==> src/verilog/scasr_defs.svh <==
/*
 shift register control constants: widths, depths, reset pattern, timing counts.
 assumes inclusion by the scasr package and the top module.
*/
`ifndef SCASR_DEFS_SVH
`define SCASR_DEFS_SVH
`define SCASR_NUM_CHANNELS      12
`define SCASR_NUM_CELLS         1024
`define SCASR_CELL_IDX_W        10
`define SCASR_WRITE_PAT_RESET   12'h000
`define SCASR_CLEAR_MIN_NS      10
`define SCASR_CLK_PERIOD_NS     8
`define SCASR_CLEAR_MIN_CYC     ((`SCASR_CLEAR_MIN_NS + `SCASR_CLK_PERIOD_NS - 1) / `SCASR_CLK_PERIOD_NS)
`define SCASR_CLEAR_CNT_W       4
`endif

==> src/verilog/scasr_pkg.sv <==
/*
 types of the sampler shift register control block.
 assumes the defs header is on the include path.
*/
`include "scasr_defs.svh"
package scasr_pkg;
	typedef struct packed {
		logic wave_enable_in;
		logic write_enable_in;
		logic write_reg_shift_clock;
		logic shared_serial_data_in;
		logic read_reg_clear_n;
		logic read_reg_shift_clock;
		logic revolution;
	} scasr_pins_t;

	typedef struct packed {
		scasr_pins_t                    s1;
		scasr_pins_t                    s2;
		scasr_pins_t                    prev;
		logic [`SCASR_NUM_CHANNELS-1:0] write_pat;
		logic [`SCASR_NUM_CELLS-1:0]    read_sr;
		logic [`SCASR_CLEAR_CNT_W-1:0]  clear_cnt;
		logic                           wave_run;
		logic                           write_reg_serial_out;
		logic                           read_reg_serial_out;
		logic [`SCASR_NUM_CHANNELS-1:0] channel_write;
		logic [`SCASR_CELL_IDX_W-1:0]   cell_select;
		logic                           cell_select_valid;
	} scasr_state_t;
endpackage
==> src/verilog/scasr_ctrl.sv <==
/*
 digital shift register control of a 12 channel switched capacitor sampler.
 all pins are asynchronous to core_clk_i; all but rst_i are synchronised here; the wave
 revolution strobe comes from the analog wave circuit, also asynchronous.
*/
`timescale 1ns/100ps
`include "scasr_defs.svh"
module scasr_ctrl
	import scasr_pkg::*;
(
	input  wire logic                           core_clk_i,                // 125 MHz
	input  wire logic                           rst_i,                     // async, high
	input  wire logic                           wave_enable_in_i,          // wave run pin
	input  wire logic                           write_enable_in_i,         // write gate pin
	input  wire logic                           write_reg_shift_clock_i,   // write reg clock
	input  wire logic                           shared_serial_data_in_i,   // serial data
	input  wire logic                           read_reg_clear_n_i,        // read reg clear
	input  wire logic                           read_reg_shift_clock_i,    // read reg clock
	input  wire logic                           wave_revolution_i,         // wave wrap strobe
	output logic                                write_reg_serial_out_o,    // pattern msb
	output logic                                read_reg_serial_out_o,     // last read cell
	output logic [`SCASR_NUM_CHANNELS-1:0]      channel_write_o,           // switch enables
	output logic                                wave_running_o,            // wave active
	output logic [`SCASR_CELL_IDX_W-1:0]        cell_select_o,             // cell on mux out
	output logic                                cell_select_valid_o        // read bit present
);
	scasr_state_t st_ff;
	scasr_state_t nxt_st;

	function automatic logic [`SCASR_CELL_IDX_W-1:0] find_cell(
		input logic [`SCASR_NUM_CELLS-1:0] sr);
		logic [`SCASR_CELL_IDX_W-1:0] idx;
		idx = '0;
		for (int i = 0; i < `SCASR_NUM_CELLS; i++)
		begin
			if (sr[i])
			begin
				idx = i[`SCASR_CELL_IDX_W-1:0];
			end
		end
		return idx;
	endfunction

	logic wclk_fall;
	logic rclk_fall;
	logic rclk_rise;
	logic rev_edge;
	logic clr_act;
	logic clr_done;

	always_comb
	begin
		wclk_fall = st_ff.prev.write_reg_shift_clock & ~st_ff.s2.write_reg_shift_clock;
		rclk_fall = st_ff.prev.read_reg_shift_clock & ~st_ff.s2.read_reg_shift_clock;
		rclk_rise = ~st_ff.prev.read_reg_shift_clock & st_ff.s2.read_reg_shift_clock;
		rev_edge  = st_ff.prev.revolution ^ st_ff.s2.revolution;
		clr_act   = ~st_ff.s2.read_reg_clear_n & ~st_ff.s2.read_reg_shift_clock
			& ~st_ff.s2.shared_serial_data_in;
		clr_done  = (st_ff.clear_cnt == `SCASR_CLEAR_CNT_W'(`SCASR_CLEAR_MIN_CYC - 1));

		nxt_st = st_ff;
		nxt_st.s1.wave_enable_in        = wave_enable_in_i;
		nxt_st.s1.write_enable_in       = write_enable_in_i;
		nxt_st.s1.write_reg_shift_clock = write_reg_shift_clock_i;
		nxt_st.s1.shared_serial_data_in = shared_serial_data_in_i;
		nxt_st.s1.read_reg_clear_n      = read_reg_clear_n_i;
		nxt_st.s1.read_reg_shift_clock  = read_reg_shift_clock_i;
		nxt_st.s1.revolution            = wave_revolution_i;
		nxt_st.s2   = st_ff.s1;
		nxt_st.prev = st_ff.s2;

		// wave runs while enable high; rise starts it, low stops it
		nxt_st.wave_run = st_ff.s2.wave_enable_in;

		// write pattern: serial load on falling clock, else rotate per revolution
		if (st_ff.s2.write_enable_in && wclk_fall)
		begin
			nxt_st.write_pat = {st_ff.write_pat[`SCASR_NUM_CHANNELS-2:0],
				st_ff.s2.shared_serial_data_in};
		end
		else if (st_ff.wave_run && rev_edge)
		begin
			nxt_st.write_pat = {st_ff.write_pat[`SCASR_NUM_CHANNELS-2:0],
				st_ff.write_pat[`SCASR_NUM_CHANNELS-1]};
		end
		// msb leaves first after twelve clocks
		nxt_st.write_reg_serial_out = nxt_st.write_pat[`SCASR_NUM_CHANNELS-1];

		// channel gate: pattern bit and write enable and running wave
		nxt_st.channel_write = (st_ff.wave_run && st_ff.s2.write_enable_in)
			? st_ff.write_pat : '0;

		// read register clear needs a stable low for the minimum time
		if (clr_act)
		begin
			if (!clr_done)
			begin
				nxt_st.clear_cnt = st_ff.clear_cnt + `SCASR_CLEAR_CNT_W'(1);
			end
			else
			begin
				nxt_st.read_sr = '0;
			end
		end
		else
		begin
			nxt_st.clear_cnt = '0;
			if (rclk_fall)
			begin
				nxt_st.read_sr = {st_ff.read_sr[`SCASR_NUM_CELLS-2:0],
					st_ff.s2.shared_serial_data_in};
			end
		end
		nxt_st.read_reg_serial_out = nxt_st.read_sr[`SCASR_NUM_CELLS-1];

		// next cell onto the analog mux at the rising read clock
		if (rclk_rise)
		begin
			nxt_st.cell_select       = find_cell(st_ff.read_sr);
			nxt_st.cell_select_valid = |st_ff.read_sr;
		end
	end

	always_ff @(posedge core_clk_i or posedge rst_i)
	begin
		if (rst_i)
		begin
			st_ff <= '{
				s1: '0, s2: '0, prev: '0,
				write_pat: `SCASR_WRITE_PAT_RESET,
				read_sr: '0, clear_cnt: '0, wave_run: 1'b0,
				write_reg_serial_out: 1'b0, read_reg_serial_out: 1'b0,
				channel_write: '0, cell_select: '0, cell_select_valid: 1'b0};
		end
		else
		begin
			st_ff <= nxt_st;
		end
	end

	assign write_reg_serial_out_o = st_ff.write_reg_serial_out;
	assign read_reg_serial_out_o  = st_ff.read_reg_serial_out;
	assign channel_write_o        = st_ff.channel_write;
	assign wave_running_o         = st_ff.wave_run;
	assign cell_select_o          = st_ff.cell_select;
	assign cell_select_valid_o    = st_ff.cell_select_valid;
endmodule

==> config.mk <==
export PLATFORM = sky130hd
export DESIGN_NAME = scasr_ctrl
export DESIGN_NICKNAME = d
export VERILOG_FILES = /design/src/verilog/scasr_pkg.sv /design/src/verilog/scasr_ctrl.sv
export VERILOG_INCLUDE_DIRS = /design/src /design/src/verilog
export SDC_FILE = /design/constraint.sdc
export NUM_CORES = 2
export LEC_CHECK = 0
export BUFFER_PORTS_ARGS = -buffer_cell sky130_fd_sc_hd__buf_2
export CAP_MARGIN = 20
export CORE_MARGIN = 2
export CORE_UTILIZATION = 60
export CTS_BUF_LIST = sky130_fd_sc_hd__clkbuf_2 sky130_fd_sc_hd__clkbuf_4 sky130_fd_sc_hd__clkbuf_8
export DETAILED_ROUTE_END_ITERATION = 12
export PLACE_DENSITY_LB_ADDON = 0.2
export SLEW_MARGIN = 20
export SYNTH_ARGS = -nofsm -noshare
export SYNTH_HDL_FRONTEND = slang
export SYNTH_SLANG_ARGS = --single-unit
==> constraint.sdc <==
create_clock -name core_clk_i -period 34.6 [get_ports core_clk_i]
set_input_delay 1.73 -clock core_clk_i [delete_from_list [all_inputs] [get_ports core_clk_i]]
set_output_delay 1.73 -clock core_clk_i [all_outputs]
set_load 0.01 [all_outputs]
==> impl_metrics.toml <==
[worst_setup_path]
crit_required_ns = 35.35
path_cells = "nor2_1 -> nor3b_2 -> buf_4 -> buf_4 -> buf_4 -> buf_4 -> buf_4 -> buf_4 -> a22o_1"
startpoint = "nxt_st[1069]$_DFF_PP0_"
endpoint_kind = "register"
r2r_slack_ns = 28.56
cp_common_cell = "buf_4"
r2r-start = "nxt_st[1069]$_DFF_PP0_"
critPathKind = "reg -> reg"
cp_max_fo = 106
critPathSlowestCell = "buf_4"
cp.arrival_ns = 6.79
cp_slowest_stage_delay_ns = 0.94
cp-start-kind = "register"

[global_route]
grt_max_degree = 230
antenna_found_initial = 2
overflow = 0
grt_pass1_wl_microns = 211300
grt_pass1_vias = 38713
groute.usage.overall_pct = 28.80

[timing]
rsz0062_at_grt = "no"
fin_skew_ns = 0.02335
fin_tns_setup_ns = 0
tightest_slew_ns = 1.109
fmax_mhz = 165.6
period_share_pct = 17.45
whs_ns = 0.3484
setup_viol = 0
slew_headroom_pct = 24.17
finalHoldViolations = 0
min_period_ns = 6.037
slew_violations = 0

[synthesis]
synthArstFlopShare_pct = 100.0
syn_area_sq_um = 51430
synthDistinctLibCells = 72
synth_top_family_by_area = "compound AO/OA/AOI/OAI gates"
syn_area_per_cell_sq_um = 10.41
synthesis.instances = 4942
ys_seq_elements = 1081
yosys.area.top_type = "dfrtp_1"
yosys-top-cells-count = "dfrtp_1 (1081), a22o_1 (1023), nor2_1 (429)"
synth.yosys.warnings = 0
synth_top_cell_area_share_pct = 52.60
synth_compound_area_share_pct = 28.19
synth_edf_count = 0
synth-simple-area-share_pct = 15.37
synth.most_common_cell = "dfrtp_1"
synth_seq_area_share_pct = 52.60
synthFlopType = "dfrtp_1"
syn-num-nets = 4953
synth_adder_area_share_pct = 0.04866
muxShareOfSynthArea_pct = 0.2603
synth.top_cells.by_area = "dfrtp_1 (53%), a22o_1 (17%), nor4_1 (3.7%), nor2_1 (3.1%), a21oi_1 (2.2%)"
synth_xor_area_share_pct = 0.05109

[floorplanning]
rows = 107
core-area_sq_um = 85010
die_area_sq_um = 88070
die_h_microns = 296.8
die_w_microns = 296.8
initial_core_util_pct = 60.50
num_io_pins = 35

[clocking]
cts_sinks = 1081
clk_latency_ns = 0.83
cts_buffers = 176
cts_tree = "yes"
hold_buffers = 0
cts_setup_buffers = 0
cts-htree-levels = 4
clkTransAtPathRegs_ns = 0.06
cts_resized = 0
ctsLongestPathBuffers = 3
cts-root-buf = "clkbuf_8"

[power_and_ir_drop]
switching_share_pct = 23.88
clkPwrFrac_pct = 45.7
p_per_area_nw_per_um2 = 46.97
p_leak_uw = 0.02709
ir_worst_vdd_mv = 0.03704
sequentialPowerShare_pct = 48.8
share_comb_of_total_power_pct = 5.4
p_int_uw = 2014
power.switching_uw = 631.8

[flow_run]
maxCapViolCount = 0

[placement]
place_area_sq_um = 52330
port_buffers = 34
gp_congestion = 0.9227
dp_hpwl_microns = 83110

[status]
outcome = "finished clean"

[drt]
firstDrtPassIters = 6
wl_per_cell_microns = 20.65
dr.first_iter.drc_count = 4588
num_vias = 42224
ant_nets = 0
vias_per_cell = 6.793
drt_wl_total_microns = 128400
remaining_drc_errors = 0

[finish]
nNetsFinal = 4946
syn_to_final_growth_pct = 9.546
drive_above_1_share_pct = 8.264
stdcell_area_sq_um = 56340

[worst_hold_path]
hp-class = "reg -> reg"
min-delay-start = "nxt_st[25]$_DFF_PP0_"
[cell families after synthesis]
logic type      count (synthesis)
simple gates                 1529
fa+ha+maj                       2
buf+inv                       455
mux                            12
compound gates               1860
xor+xnor                        3
flops                        1081
[power groups by stage]
stage                     sequential (uW)  clock [uW]  combinational [uW]
after floorplan                      1310           0                 101
after global placement               1310           0                 142
after detailed placement             1310           0                 143
after CTS                            1290        1230                 144
after global routing                 1290        1300                 157
final                                1290        1210                 144
[stage by stage]
stage	instances	setup slack [ns]	power, uW	util (%)
4_1_cts	6211	28.55	2670	66.17
6_report	6216	28.56	2646	66.27
2_1_floorplan	4942	2.437	1412	-
3_3_place_gp	5897	28.56	1455	61.54
3_5_place_dp	5898	28.57	1457	61.55
5_1_grt	6215	28.03	2747	66.27
[area by class of cell]
cell class,instances,area (sq um)
Antenna cell,2,5.005
Clock buffer,279,3590
Clock inverter,34,339.1
Fill cell,6663,28670
Inverter,197,747.0
Multi-Input combinational cell,3406,22600
Sequential cell,1081,27050
Tap cell,1144,1431
Timing Repair Buffer,73,571.8
[flip-flops by register name, indices dropped and copies added (netlist names)]
name / cells
cell_select_valid_o: 1
wave_running_o: 1
cell_select_o: 10
st_ff: 1043
nxt_st: 14
channel_write_o: 12
[layout by cell type, fill, tap and decap left out, drive strengths merged, types with 44 or more instances in the layout]
cell,instances
nor4,304
a22o,1023
nand4,54
buf,72
nor3,209
a211oi,47
or4,83
o31ai,64
a21oi,224
nand2b,44
nor2,429
nand2,181
o21ai,177
dfrtp,1081
nand3,65
clkbuf,279
nor2b,44
inv,198
[critical path: cells and delay by family, from the launching register on]
family	cells	cell delay, ns
AO/OA/AOI/OAI	1	0.28
buffers and inverters	6	4.81
flip-flops	1	0.38
AND/OR/NAND/NOR	2	0.35
[metal layers]
metal,routed length [microns],vias up,global-route usage [%]
met4,2340,0,7.735
met5,0,-,0
met2,57470,1334,41.59
met1,60160,21259,44.86
met3,8402,196,5.018
li1,-,19435,-
[final timing paths]
| kind | to | cells past startpoint |
|---|---|---|
| worst max register to register | st_ff[383]$_DFFE_PP0P_ | 9 |
| min in group asynchronous | wave_running_o$_DFF_PP0_ | 2 |
| worst max-delay path | st_ff[383]$_DFFE_PP0P_ | 9 |
| worst min-delay path | wave_running_o$_DFF_PP0_ | 0 |
| max in group asynchronous | st_ff[453]$_DFFE_PP0P_ | 5 |
| worst min register to register | wave_running_o$_DFF_PP0_ | 0 |
Power figures use the tool's default switching activity.
